**src/logic/ea_gen_defs.vh**
```
/*
 * Constants for the effective-address generator: addressing modes, operand
 * sizes, operation classes, bit operations and address widths.
 * Assumes inclusion by bare name from logic/ files.
 */
`ifndef EA_GEN_DEFS_VH
`define EA_GEN_DEFS_VH

`define MODE_REG_DIRECT   3'h0
`define MODE_REG_INDIRECT 3'h1
`define MODE_DISP         3'h2
`define MODE_POST_INC     3'h3
`define MODE_PRE_DEC      3'h4
`define MODE_ABSOLUTE     3'h5
`define MODE_IMMEDIATE    3'h6
`define MODE_PC_REL       3'h7
`define MODE_MEM_INDIRECT 4'h8

`define SIZE_BYTE 2'h0
`define SIZE_WORD 2'h1
`define SIZE_LONG 2'h2

`define CLASS_TRANSFER 2'h0
`define CLASS_ARITH    2'h1
`define CLASS_BIT      2'h2
`define CLASS_BRANCH   2'h3

`define ABS_LEN_8  2'h0
`define ABS_LEN_16 2'h1
`define ABS_LEN_24 2'h2

`define IMM_LEN_8  2'h0
`define IMM_LEN_16 2'h1
`define IMM_LEN_32 2'h2
`define IMM_LEN_2  2'h3

`define BITOP_SET     3'h0
`define BITOP_CLEAR   3'h1
`define BITOP_INVERT  3'h2
`define BITOP_TEST    3'h3
`define BITOP_STORE   3'h4
`define BITOP_STOREIN 3'h5

`define ADDR_MASK_1M  24'h0F_FFFF
`define ADDR_MASK_16M 24'hFF_FFFF
`define ABS8_UPPER    16'hFFFF
`define MEMIND_UPPER  16'h0000
`define WRITE_ONLY_READ 8'hFF
`define STEP_BYTE 32'h0000_0001
`define STEP_WORD 32'h0000_0002
`define STEP_LONG 32'h0000_0004

`endif

```
**src/logic/bit_modify.v**
```verilog
/*
 * Combinational bit modifier for the read-modify-write sequence.
 * Assumes the byte read and the bit number are stable while in use.
 */
`timescale 1ns/10ps
`default_nettype none
`include "ea_gen_defs.vh"

module bit_modify (
	input  wire [7:0] readByte,
	input  wire [2:0] bitNum,
	input  wire [2:0] bitOp,
	input  wire       carry,
	output reg  [7:0] writeByte,
	output wire       testZero
);
	wire [7:0] sel;

	genvar i;
	generate
		for (i = 0; i < 8; i = i + 1) begin : g_sel
			assign sel[i] = (bitNum == i);
		end
	endgenerate

	assign testZero = ~|(readByte & sel);

	// Only the selected bit changes; the rest of the byte is kept.
	always @* begin
		case (bitOp)
			`BITOP_SET: writeByte = readByte | sel;
			`BITOP_CLEAR: writeByte = readByte & ~sel;
			`BITOP_INVERT: writeByte = readByte ^ sel;
			`BITOP_STORE: writeByte = carry ? (readByte | sel) : (readByte & ~sel);
			`BITOP_STOREIN: writeByte = carry ? (readByte & ~sel) : (readByte | sel);
			default: writeByte = readByte;
		endcase
	end
endmodule

`default_nettype wire

```
**src/logic/ea_gen.v**
```verilog
/*
 * Effective-address generator with register file and bit read-modify-write
 * sequencer. Assumes a bus that answers each access with a one-cycle ack,
 * and mode pins that are static after reset.
 */
`timescale 1ns/10ps
`default_nettype none
`include "ea_gen_defs.vh"

// Contract
// - Bit set/clear/invert/store ops read the byte, change one bit, write it back; in register direct mode they only load operand and modify no register.
// - Bit-op reads of the write-only direction register see all ones; operand still takes the raw bus data.
// - Bit ops use register direct, indirect or 8-bit absolute; bit number by immediate or register.
// - Arithmetic uses register/immediate only; transfers exclude PC-relative and memory indirect.
// - Register direct selects 8-bit half, 16-bit half or 32-bit register by size.
// - Register indirect address is the low 24 bits of the address register.
// - Displacement add_constant_op sign-extended 16-bit or 24-bit value; low 24 bits used.
// - Post-increment add_constant_op 1, 2 or 4 to the full register after access.
// - Pre-decrement subtracts 1, 2 or 4 first, writes back, uses low 24 bits.
// - 8-bit absolute gets all-ones upper bits, 16-bit sign extends, 24-bit unchanged.
// - 8-bit absolute reaches only the top 256 bytes of the space.
// - Immediates are 8, 16 or 32 bits; trap vector uses a 2-bit immediate.
// - PC-relative sign-extends 8/16-bit displacement and add_constant_op it to next-instruction address.
// - Memory indirect reads a low-page longword and uses its lower 24 bits.
// - Word, longword and branch target addresses have bit 0 forced to zero.
// - In 1-Mbyte modes the upper 4 address bits are dropped.
// - Bit clear on a read-to-clear flag counts as the required prior read.
// - Mode pins choose between 1-Mbyte and 16-Mbyte address spaces.
module ea_gen (
	input  wire        clock,
	input  wire        rst,
	input  wire        modeSelectPinHigh,
	input  wire [1:0]  modeSelectPinLow,
	input  wire        start,
	input  wire [3:0]  addrMode,
	input  wire [1:0]  opSize,
	input  wire [1:0]  opClass,
	input  wire [3:0]  regField,
	input  wire [1:0]  extLen,
	input  wire [31:0] extValue,
	input  wire [23:0] nextPc,
	input  wire        bitOpEn,
	input  wire [2:0]  bitOp,
	input  wire        bitNumFromReg,
	input  wire [2:0]  bitNumImm,
	input  wire [2:0]  bitNumReg,
	input  wire        carryIn,
	input  wire        regWriteEn,
	input  wire [2:0]  regWriteSel,
	input  wire [31:0] regWriteData,
	input  wire [23:0] dirRegAddr,
	output reg  [23:0] busAddr,
	output reg         busRead,
	output reg         busWrite,
	output reg  [7:0]  busWriteData,
	input  wire [31:0] busReadData,
	input  wire        busAck,
	output reg  [23:0] effAddr,
	output reg  [31:0] operand,
	output reg         done,
	output reg         illegal,
	output reg         testZero,
	output reg         flagReadSeen,
	output reg         wideSpace
);
	localparam ST_IDLE = 3'h0;
	localparam ST_CALC = 3'h1;
	localparam ST_READ = 3'h2;
	localparam ST_WRITE = 3'h3;
	localparam ST_DONE = 3'h4;

	reg  [31:0] regFile [0:7];
	reg  [2:0]  state;
	reg  [2:0]  modeSync1;
	reg  [2:0]  modeSync2;
	reg  [23:0] addrLatch;
	reg  [7:0]  rmwByte;
	reg         memIndPending;
	reg  [2:0]  next_state;
	reg  [23:0] next_addr;
	reg         next_illegal;
	reg         needRead;
	reg  [31:0] regSel;
	reg  [31:0] step;
	reg  [31:0] preDec;
	reg  [23:0] rawAddr;
	reg  [31:0] directVal;
	wire [7:0]  modByte;
	wire        modZero;
	wire [2:0]  bitNum;
	wire [23:0] spaceMask;
	wire [23:0] dispSum;
	wire [23:0] pcSum;
	wire [7:0]  readByteView;
	integer     k;

	assign bitNum = bitNumFromReg ? bitNumReg : bitNumImm;
	assign spaceMask = wideSpace ? `ADDR_MASK_16M : `ADDR_MASK_1M;
	assign dispSum = (regSel[23:0] + ((extLen == `ABS_LEN_16) ?
		{{8{extValue[15]}}, extValue[15:0]} : extValue[23:0]));
	assign pcSum = nextPc + ((extLen == `ABS_LEN_8) ?
		{{16{extValue[7]}}, extValue[7:0]} : {{8{extValue[15]}}, extValue[15:0]});
	assign readByteView = (addrLatch == dirRegAddr) ? `WRITE_ONLY_READ : busReadData[7:0];

	bit_modify u_mod (
		.readByte  (rmwByte),
		.bitNum    (bitNum),
		.bitOp     (bitOp),
		.carry     (carryIn),
		.writeByte (modByte),
		.testZero  (modZero)
	);

	always @* begin
		regSel = regFile[regField[2:0]];
		case (opSize)
			`SIZE_BYTE: step = `STEP_BYTE;
			`SIZE_WORD: step = `STEP_WORD;
			default: step = `STEP_LONG;
		endcase
		preDec = regSel - step;
		case (opSize)
			`SIZE_BYTE: directVal = {24'h00_0000, regField[3] ? regFile[regField[2:0]][7:0] :
				regFile[regField[2:0]][15:8]};
			`SIZE_WORD: directVal = {16'h0000, regField[3] ? regFile[regField[2:0]][31:16] :
				regFile[regField[2:0]][15:0]};
			default: directVal = regSel;
		endcase
		case (extLen)
			`ABS_LEN_8: rawAddr = {`ABS8_UPPER, extValue[7:0]};
			`ABS_LEN_16: rawAddr = {{8{extValue[15]}}, extValue[15:0]};
			default: rawAddr = extValue[23:0];
		endcase
		case (addrMode)
			{1'b0, `MODE_REG_INDIRECT}: next_addr = regSel[23:0];
			{1'b0, `MODE_DISP}: next_addr = dispSum;
			{1'b0, `MODE_POST_INC}: next_addr = regSel[23:0];
			{1'b0, `MODE_PRE_DEC}: next_addr = preDec[23:0];
			{1'b0, `MODE_ABSOLUTE}: next_addr = rawAddr;
			{1'b0, `MODE_PC_REL}: next_addr = pcSum;
			`MODE_MEM_INDIRECT: next_addr = {`MEMIND_UPPER, extValue[7:0]};
			default: next_addr = 24'h00_0000;
		endcase
		if (opSize != `SIZE_BYTE || opClass == `CLASS_BRANCH || addrMode == {1'b0, `MODE_PC_REL} ||
			addrMode == `MODE_MEM_INDIRECT)
			next_addr[0] = 1'b0;
		next_addr = next_addr & spaceMask;
		case (opClass)
			`CLASS_ARITH: next_illegal = !(addrMode == {1'b0, `MODE_REG_DIRECT} ||
				addrMode == {1'b0, `MODE_IMMEDIATE});
			`CLASS_TRANSFER: next_illegal = (addrMode == {1'b0, `MODE_PC_REL} ||
				addrMode == `MODE_MEM_INDIRECT);
			`CLASS_BIT: next_illegal = !(addrMode == {1'b0, `MODE_REG_DIRECT} ||
				addrMode == {1'b0, `MODE_REG_INDIRECT} ||
				(addrMode == {1'b0, `MODE_ABSOLUTE} && extLen == `ABS_LEN_8)) ||
				(bitNumFromReg && bitOp != `BITOP_SET && bitOp != `BITOP_CLEAR &&
				bitOp != `BITOP_INVERT && bitOp != `BITOP_TEST);
			default: next_illegal = !(addrMode == {1'b0, `MODE_PC_REL} ||
				addrMode == `MODE_MEM_INDIRECT || addrMode == {1'b0, `MODE_ABSOLUTE});
		endcase
		needRead = !(addrMode == {1'b0, `MODE_REG_DIRECT} || addrMode == {1'b0, `MODE_IMMEDIATE} ||
			(opClass == `CLASS_BRANCH && addrMode != `MODE_MEM_INDIRECT));
		next_state = state;
		case (state)
			ST_IDLE: if (start) next_state = ST_CALC;
			ST_CALC: next_state = (next_illegal || !needRead) ? ST_DONE : ST_READ;
			ST_READ: if (busAck) next_state = (bitOpEn && bitOp != `BITOP_TEST) ? ST_WRITE : ST_DONE;
			ST_WRITE: if (busAck) next_state = ST_DONE;
			ST_DONE: next_state = ST_IDLE;
			default: next_state = ST_IDLE;
		endcase
	end

	always @(posedge clock or posedge rst) begin
		if (rst) begin
			modeSync1 <= 3'h0;
			modeSync2 <= 3'h0;
			wideSpace <= 1'b0;
		end else begin
			modeSync1 <= {modeSelectPinHigh, modeSelectPinLow};
			modeSync2 <= modeSync1;
			wideSpace <= modeSync2[2] | (modeSync2[1] & modeSync2[0]);
		end
	end

	always @(posedge clock or posedge rst) begin
		if (rst) begin
			for (k = 0; k < 8; k = k + 1)
				regFile[k] <= 32'h0000_0000;
		end else if (state == ST_CALC && !next_illegal && addrMode == {1'b0, `MODE_PRE_DEC}) begin
			regFile[regField[2:0]] <= preDec;
		end else if (state == ST_READ && busAck && addrMode == {1'b0, `MODE_POST_INC}) begin
			regFile[regField[2:0]] <= regSel + step;
		end else if (regWriteEn && state == ST_IDLE) begin
			regFile[regWriteSel] <= regWriteData;
		end
	end

	always @(posedge clock or posedge rst) begin
		if (rst) begin
			state <= ST_IDLE;
			addrLatch <= 24'h00_0000;
			rmwByte <= 8'h00;
			busAddr <= 24'h00_0000;
			busRead <= 1'b0;
			busWrite <= 1'b0;
			busWriteData <= 8'h00;
			effAddr <= 24'h00_0000;
			operand <= 32'h0000_0000;
			done <= 1'b0;
			illegal <= 1'b0;
			testZero <= 1'b0;
			flagReadSeen <= 1'b0;
			memIndPending <= 1'b0;
		end else begin
			state <= next_state;
			done <= 1'b0;
			flagReadSeen <= 1'b0;
			case (state)
				ST_IDLE: begin
					busRead <= 1'b0;
					busWrite <= 1'b0;
				end
				ST_CALC: begin
					illegal <= next_illegal;
					addrLatch <= next_addr;
					effAddr <= next_addr;
					memIndPending <= (addrMode == `MODE_MEM_INDIRECT);
					if (addrMode == {1'b0, `MODE_REG_DIRECT})
						operand <= directVal;
					else if (addrMode == {1'b0, `MODE_IMMEDIATE})
						case (extLen)
							`IMM_LEN_8: operand <= {24'h00_0000, extValue[7:0]};
							`IMM_LEN_16: operand <= {16'h0000, extValue[15:0]};
							`IMM_LEN_2: operand <= {30'h0000_0000, extValue[1:0]};
							default: operand <= extValue;
						endcase
					if (!next_illegal && needRead) begin
						busAddr <= next_addr;
						busRead <= 1'b1;
					end
				end
				ST_READ: if (busAck) begin
					busRead <= 1'b0;
					rmwByte <= readByteView;
					operand <= busReadData;
					flagReadSeen <= bitOpEn;
					if (memIndPending)
						effAddr <= {busReadData[23:1], 1'b0} & spaceMask;
					if (bitOpEn && bitOp == `BITOP_TEST)
						testZero <= ~|(readByteView & (8'h01 << bitNum));
					if (bitOpEn && bitOp != `BITOP_TEST)
						busWrite <= 1'b1;
				end
				ST_WRITE: begin
					busWriteData <= modByte;
					testZero <= modZero;
					if (busAck)
						busWrite <= 1'b0;
				end
				ST_DONE: done <= 1'b1;
				default: done <= 1'b0;
			endcase
		end
	end
endmodule

`default_nettype wire

```
**config.mk**
```make
export PLATFORM = sky130hd
export DESIGN_NAME = ea_gen
export DESIGN_NICKNAME = d
export VERILOG_FILES = /design/src/logic/bit_modify.v /design/src/logic/ea_gen.v
export VERILOG_INCLUDE_DIRS = /design/src /design/src/logic
export SDC_FILE = /design/constraint.sdc
export NUM_CORES = 2
export LEC_CHECK = 0
export BUFFER_PORTS_ARGS = -buffer_cell sky130_fd_sc_hd__buf_2
export CORE_UTILIZATION = 54
export CTS_BUF_LIST = sky130_fd_sc_hd__clkbuf_8 sky130_fd_sc_hd__clkbuf_16
export CTS_CLUSTER_SIZE = 12
export DETAILED_ROUTE_END_ITERATION = 8
export PLACE_DENSITY = 0.74
export SLEW_MARGIN = 25
export SYNTH_ARGS = -nofsm -noshare
export SYNTH_HDL_FRONTEND = slang
export SYNTH_SLANG_ARGS = --single-unit
export TNS_END_PERCENT = 50
```
**constraint.sdc**
```tcl
create_clock -name clock -period 24 [get_ports clock]
set_input_delay 1.2 -clock clock [delete_from_list [all_inputs] [get_ports clock]]
set_output_delay 1.2 -clock clock [all_outputs]
set_load 0.1 [all_outputs]
```
# --- Word level (Yosys, flattened, before mapping) ---
# Cells that the tools add are included.
classes:
  add_sub_neg: 4
  order_cmp: 4
  eq_ne: 43
  shifts: 1
  muxes: 55
  bitwise_logic: 12
  reduce_logical: 59
op_table:
  columns: ["cell", "count"]
  rows:
  - ["$bwmux 256", 3]
  - ["$mux 256", 3]
  - ["$mux 32", 7]
  - ["$demux 32 s3", 2]
  - ["$pmux 24 s6", 1]
  - ["$pmux 32 s2", 2]
  - ["$mux 24", 5]
  - ["$bmux 32 s3", 1]
  - ["$pmux 24 s2", 2]
  - ["$pmux 32 s3", 1]
  - ["$add 24x24->24", 2]
  - ["$and 24x24->24", 2]
  - ["$pmux 8 s5", 1]
  - ["$add 32x32->32", 1]
  - ["$mux 8", 4]
  - ["$sub 32x32->32", 1]
  - ["$and 8x8->8", 3]
  - ["$eq 24x24->1", 1]
  - ["$eq 3x3->1 const B", 7]
  - ["$eq 3x2->1 const B", 6]
  - ["$mux 3", 6]
  - ["$eq 4x3->1 const B", 4]
  - ["$logic_and 1x1->1", 16]
  - ["$mux 16", 1]
  - ["37 further kinds", 96]
totals:
  regBits: 393
  input_bits: 181
  wordCells: 203

# --- Logic depth before layout (Yosys ltp) ---
logic_depth:
  word_depth: 11
  ltp_mapped: 23
  mapped_depth_nobuf: 16

# --- Modules after synthesis ---
# A second synthesis with hierarchy kept.
hier_totals:
  cells_unflattened: 3212
  hier_area_um2: 27754.1
modules_own_cells:
  columns: ["mod", "n_inst", "cells_each", "area_per_inst_um2", "seq_area_each_um2"]
  rows:
  - ["ea_gen", 1, 3100, 26969.6, 9834.4]
  - ["bit_modify", 1, 112, 784.5, 0.0]

# --- Worst setup path after synthesis ---
# No wires, ideal clock.
synth_path:
  kind: "input-to-reg"
  start: "in regField[2]"
  end: "reg effAddr[23]"
  arrival_time_ns: 5.973
  t_required_ns: 23.874
  path_slack_ns: 17.901
  path_stages: 22
  n_path_buf: 6
  path_cell_list: "buf_6 > buf_12 > buf_8 > buf_2 > clkbuf_1 > buf_1 > mux2i_1 > nor2_1 > a21oi_1 > a21oi_1 > a211oi_1 > inv_1 > ha_1 > o21bai_1 > a21oi_1 > nor2b_1 > nand4_1 > nor3_4 > nand2_2 > xnor2_2 > o2111ai_1 > a221o_1"
synth_between:
  elab_chain_len: 8
  elab_cells_between_ends: 9
synth_lines:
  columns: ["item", "line_no", "text"]
  rows:
  - ["start, declared", "ea_gen.v:38", "input wire [3:0] regField,"]
  - ["$not 3->4 (not written as such) *", "ea_gen.v:115", "regSel = regFile[regField[2:0]];"]
  - ["$bmux 32 s3 *", "ea_gen.v:115", null]
  - ["$mux 32 * (2 in series)", null, null]
  - ["$sub 32x32->32 or $add 24x24->24 (tied branches)", "ea_gen.v:121, ea_gen.v:99", null]
  - ["$pmux 24 s6 *", "ea_gen.v:134", "case (addrMode)"]
  - ["$and 24x24->24 *", "ea_gen.v:147", "next_addr = next_addr & spaceMask;"]
  - ["$pmux 24 s2 *", "ea_gen.v:219", "case (state)"]
  - ["end signal, assigned", "ea_gen.v:227", "effAddr <= next_addr;"]
  - ["end signal, assigned", "ea_gen.v:249", "effAddr <= {busReadData[23:1], 1'b0} & spaceMask;"]
  - ["end, declared", "ea_gen.v:58", "output reg [23:0] effAddr,"]
# Every way passes the cells marked *; elsewhere a longest branch is shown, timed or not. The select of a mux whose other input is x is not followed.
# A chain may end at the register's enable or synchronous reset.

# --- Final worst setup path ---
layout_path:
  start: "in regField[2]"
  end: "reg regFile[126] (netlist name)"
layout_between:
  elab_chain_len: 8
  elab_cells_between_ends: 15
layout_lines:
  columns: ["item", "line_no", "text"]
  rows:
  - ["$not 3->4 (not written as such) *", "ea_gen.v:115, ea_gen.v:191, ea_gen.v:193", null]
  - ["$bmux 32 s3 (tied with other cells)", "ea_gen.v:115", null]
  - ["$mux 32 or $logic_and 1x1->1 (tied branches)", null, null]
  - ["$mux 32 (on tied branches)", null, null]
  - ["$add 32x32->32 or $demux 32 s3 (tied branches)", "ea_gen.v:193, ea_gen.v:191", null]
  - ["$bwmux 256", "ea_gen.v:193", "regFile[regField[2:0]] <= regSel + step;"]
  - ["$mux 256", "ea_gen.v:192", "end else if (state == ST_READ && busAck && addrMode == {1'b0, `MODE_POST_INC}) begin"]
  - ["$mux 256 *", "ea_gen.v:190", "end else if (state == ST_CALC && !next_illegal && addrMode == {1'b0, `MODE_PRE_DEC}) begin"]
  - ["end signal, assigned by index", "ea_gen.v:191", "regFile[regField[2:0]] <= preDec;"]
  - ["end signal, assigned by index", "ea_gen.v:193", null]
  - ["end signal, assigned by index", "ea_gen.v:195", "regFile[regWriteSel] <= regWriteData;"]
  - ["end, declared", "ea_gen.v:72", "reg [31:0] regFile [0:7];"]
# Marked as above.

==> results.tsv <==
stage	metric	value	unit
outcome	status	finished clean	
job	max-cap viol count	0	
synth	largest family of logic cells by synthesized area	compound AO/OA/AOI/OAI gates	
synth	Post-synth top flop	dfrtp_1	
synth	Mapped Nets	3546	
synth	Cell variety after synth	110	
clocking	Longest Clk Path Bufs	3	
worst_setup_path	worst path cell trace	buf_4 > buf_4 > nor2b_1 > a221oi_1 > o21ai_1 > ha_1 > a21oi_1 > nand4_1 > nor4_4 > nand3_1 > or3_1 > a41oi_2 > a21o_1	
sta	Fmax	149	MHz
synth	synthesized flop and latch total	393	
worst_setup_path	Critical Path Start Type	input pin	
synth	mux cell area share after synthesis	0.0510	
drt	Vias	31260	
sta	Slew Limit Headroom	0.171	
floorplanning	die width	230	um
worst_setup_path	worst setup path class	input pin to register	
drt	routed len/inst	31.9	um
synth	Adder-Cell Fraction of Synth Area	0.0371	
clocking	CTS tree	done	
drt	initial drt markers	4791	
synth	cell count after synthesis	3284	
clocking	clock insertion delay at the later pin of the skew report	640	ps
grt	vias in the first global route	29869	
hold_path	Hold Path Class	register to register	
power_and_ir_drop	Worst VDD drop	0.0709	mV
clocking	clock transition at the registers of the reported paths	60	ps
drt	DR pass1 iterations	7	
sta	final setup margin	17290	ps
drt	DRC violations left	0	
synth	ranking of synthesized cells by area	dfrtp_1 35%, a21oi_1 5.4%, nor2_1 4.7%	
floorplanning	Die H	230	um
sta	final hold viol count	0	
floorplanning	starting utilization of the core area	0.547	
placed_design	DP Worst Slack	16950	ps
worst_setup_path	largest stage delay on the critical path	930	ps
synth	compound-gate portion of the synthesized area	0.313	
placed_design	final RePlAce weighted congestion	1.05	
clocking	post-cts resize count	0	
power_and_ir_drop	Pleak	0.0137	uW
clocking	hold buffers post-CTS	0	
drt	via/cell ratio	7.56	
synth	Post-Syn Area	0.0281	sq mm
worst_setup_path	CP Buf/Inv Count	2	
cells_and_area	area of the multi-input gates	0.0171	sq mm
power_and_ir_drop	total power	3860	uW
clocking	postcts setup bufs	0	
worst_setup_path	cell mode on critical path	buf_4	
placed_design	Detail Placement HPWL	87100	um
worst_setup_path	critical path arrival	7270	ps
grt	first-pass GRT wire length	193000	um
worst_setup_path	Crit. End Element	register	
synth	EDFF count, synth	0	
worst_setup_path	crit path max fanout	34	
sta	max-slew violations	0	
floorplanning	core box area	0.0514	sq mm
synth	Seq/Total Area, Yosys	0.349	
clocking	Num CTS Buffers	46	
sta	final setup fails	0	
grt	grt ovf	0	
drt	Total Routed Length	132000	um
cells_and_area	Final nets	3682	
worst_setup_path	Critical Path RT	24560	ps
clocking	CTS Root Cell	clkbuf_16	
worst_setup_path	Crit path max-delay family	simple AND/OR/NAND/NOR gates	
grt	initial antenna violation count	7	
grt	GRT Resource Usage Total	0.487	
sta	setup_tns	0	ps
cells_and_area	register area	0.00983	sq mm
floorplanning	Cell Rows	83	
drt	post-route ant nets	0	
sta	Period minus WS final	6710	ps
sta	Fin Hold WS	347	ps
power_and_ir_drop	power per cell area	122	mW/mm^2
placed_design	number of port buffers	275	
sta	Worst-Margin Slew	1240	ps
grt	largest net degree at the start of global routing	170	
cells_and_area	number of fill cells in the layout	4479	
synth	Avg Inst Size Synth	8.57	sq um
synth	cell taking the most area after synthesis	dfrtp_1	
synth	Synth Area in Simple Gates	0.160	
synth	Yosys warnings	0	
clocking	TritonCTS Sinks	393	
worst_setup_path	CP max-delay cell	nor2b_1	
synth	Synth top area share	0.349	
floorplanning	Ports	276	
synth	XOR/XNOR Fraction of Synth Area	0.0369	
sta	final worst-path cycle share	0.280	
cells_and_area	synthesis-to-layout area growth	12.8	%
sta	Setup Skew	33.5	ps
clocking	Max H-tree Level	2	
sta	RSZ-0062 raised after global routing	no	
cells_and_area	share of cells above drive strength 1	0.172	
floorplanning	die area	0.0530	sq mm
worst_setup_path	FF-to-FF setup slack	18840	ps
synth	fraction of registers with async set or reset after synthesis	1.00	
-- logic make-up (layout without fill, tap and decap cells) --
logic type,count (synthesis),count (layout)
AO/OA/AOI/OAI,1282,1282
XOR/XNOR,112,112
adder cells (fa/ha/maj),81,81
buffers and inverters,345,511
flip-flops,393,393
multiplexers,102,102
other,0,3
AND/OR/NAND/NOR,969,969
-- power by group --
part | internal (uW) | switching (uW) | leakage, uW | total (uW)
Clock | 433 | 312 | 0.000774 | 745
Combinational | 565 | 1380 | 0.00805 | 1950
Sequential | 953 | 216 | 0.00488 | 1170
Total | 1950 | 1910 | 0.0137 | 3860
-- worst register-to-register path, stage by stage (launching register included) --
cell      delay (ps)
dfrtp_1          500
nor2_1           260
nand2_1           90
buf_4            300
nor2_1           430
and3_1           530
nand3_2          920
nand2b_1         910
buf_4            590
o21ai_0          190
a211oi_1         280
nor2_1            70
-- area by class of cell --
class,count,share of cell area
clock buffer,56,0.0406
tap,680,0.0268
sequential,393,0.310
clock inverter,22,0.00820
antenna,3,0.000237
inverter,76,0.00923
multi-input combinational,2546,0.539
timing repair buffer,357,0.0656
-- per-stage QoR --
step | cells | instance area [sq um] | util
floorplan | 3284 | 28100 | -
global placement | 4048 | 30000 | 0.583
detailed placement | 4050 | 30100 | 0.585
CTS | 4128 | 31600 | 0.615
global route | 4132 | 31700 | 0.617
finish | 4133 | 31700 | 0.617
-- routing by layer --
| layer | GRT usage | vias up | part of all wire |
|---|---|---|---|
| li1 | - | 12665 | - |
| met1 | 0.616 | 14851 | 0.36 |
| met2 | 0.694 | 2911 | 0.41 |
| met3 | 0.181 | 825 | 0.16 |
| met4 | 0.316 | 8 | 0.079 |
| met5 | 0.0110 | - | 0.0013 |
-- cell usage in the layout, fill, tap and decap left out, drive strengths merged, types with 25 or more instances in the layout --
cell type,Yosys,layout
a211oi,40,40
a21o,53,53
a21oi,306,306
a221oi,91,91
a22oi,47,47
a31oi,41,41
and3,41,41
buf,66,357
clkbuf,203,56
dfrtp,393,393
ha,77,77
inv,74,82
mux2,26,26
mux2i,47,47
mux4,29,29
nand2,292,292
nand3,78,78
nor2,351,351
nor2b,25,25
nor3,46,46
o21a,120,120
o21ai,224,224
o221ai,142,142
o22ai,37,37
xnor2,82,82
xor2,30,30
-- final timing paths --
kind / start / endpoint / cells after the start
setup / recovery: regField[2] / regFile[126] / 13
hold / removal: modeSync1[0] / modeSync2[0] / 0
setup reg to reg: state[1] / regFile[104] / 11
hold reg to reg: modeSync1[0] / modeSync2[0] / 0
max in group asynchronous: rst / rmwByte[1] / 5
min in group asynchronous: rst / regFile[209] / 2
-- sequential cells by signal (all words and copies together), names as in the netlist, 3 cells and up --
name / cells
modeSync1: 3
addrLatch: 24
busAddr: 24
busWriteData: 8
operand: 32
rmwByte: 8
regFile: 256
effAddr: 24
state: 3
modeSync2: 3
-- synthesized netlist by cell type (9+ instances only) --
| master | number |
|---|---|
| a22o_1 | 16 |
| a222oi_1 | 10 |
| o22a_1 | 17 |
| o21ai_0 | 210 |
| nor2_1 | 351 |
| nor3_1 | 42 |
| a21o_1 | 53 |
| nand4_1 | 18 |
| nand2_1 | 291 |
| mux4_2 | 28 |
| o211ai_1 | 13 |
| ha_1 | 77 |
| mux2i_1 | 45 |
| buf_1 | 34 |
| nand3_1 | 78 |
| o21a_1 | 119 |
| a31oi_1 | 41 |
| a221o_1 | 21 |
| a211oi_1 | 40 |
| a22oi_1 | 46 |
| mux2_2 | 23 |
| o32a_1 | 9 |
| clkbuf_1 | 201 |
| nor2b_1 | 25 |
| and2_1 | 17 |
| a221oi_1 | 89 |
| inv_1 | 73 |
| o221ai_1 | 142 |
| dfrtp_1 | 393 |
| and3_1 | 40 |
| or3_1 | 11 |
| a21oi_1 | 306 |
| o22ai_1 | 36 |
| nand2b_1 | 24 |
| o21ai_1 | 13 |
| xor2_1 | 29 |
| buf_2 | 11 |
| nor4_1 | 14 |
| buf_6 | 10 |
| xnor2_1 | 77 |
Note: power is estimated with default switching activity, not from simulation.
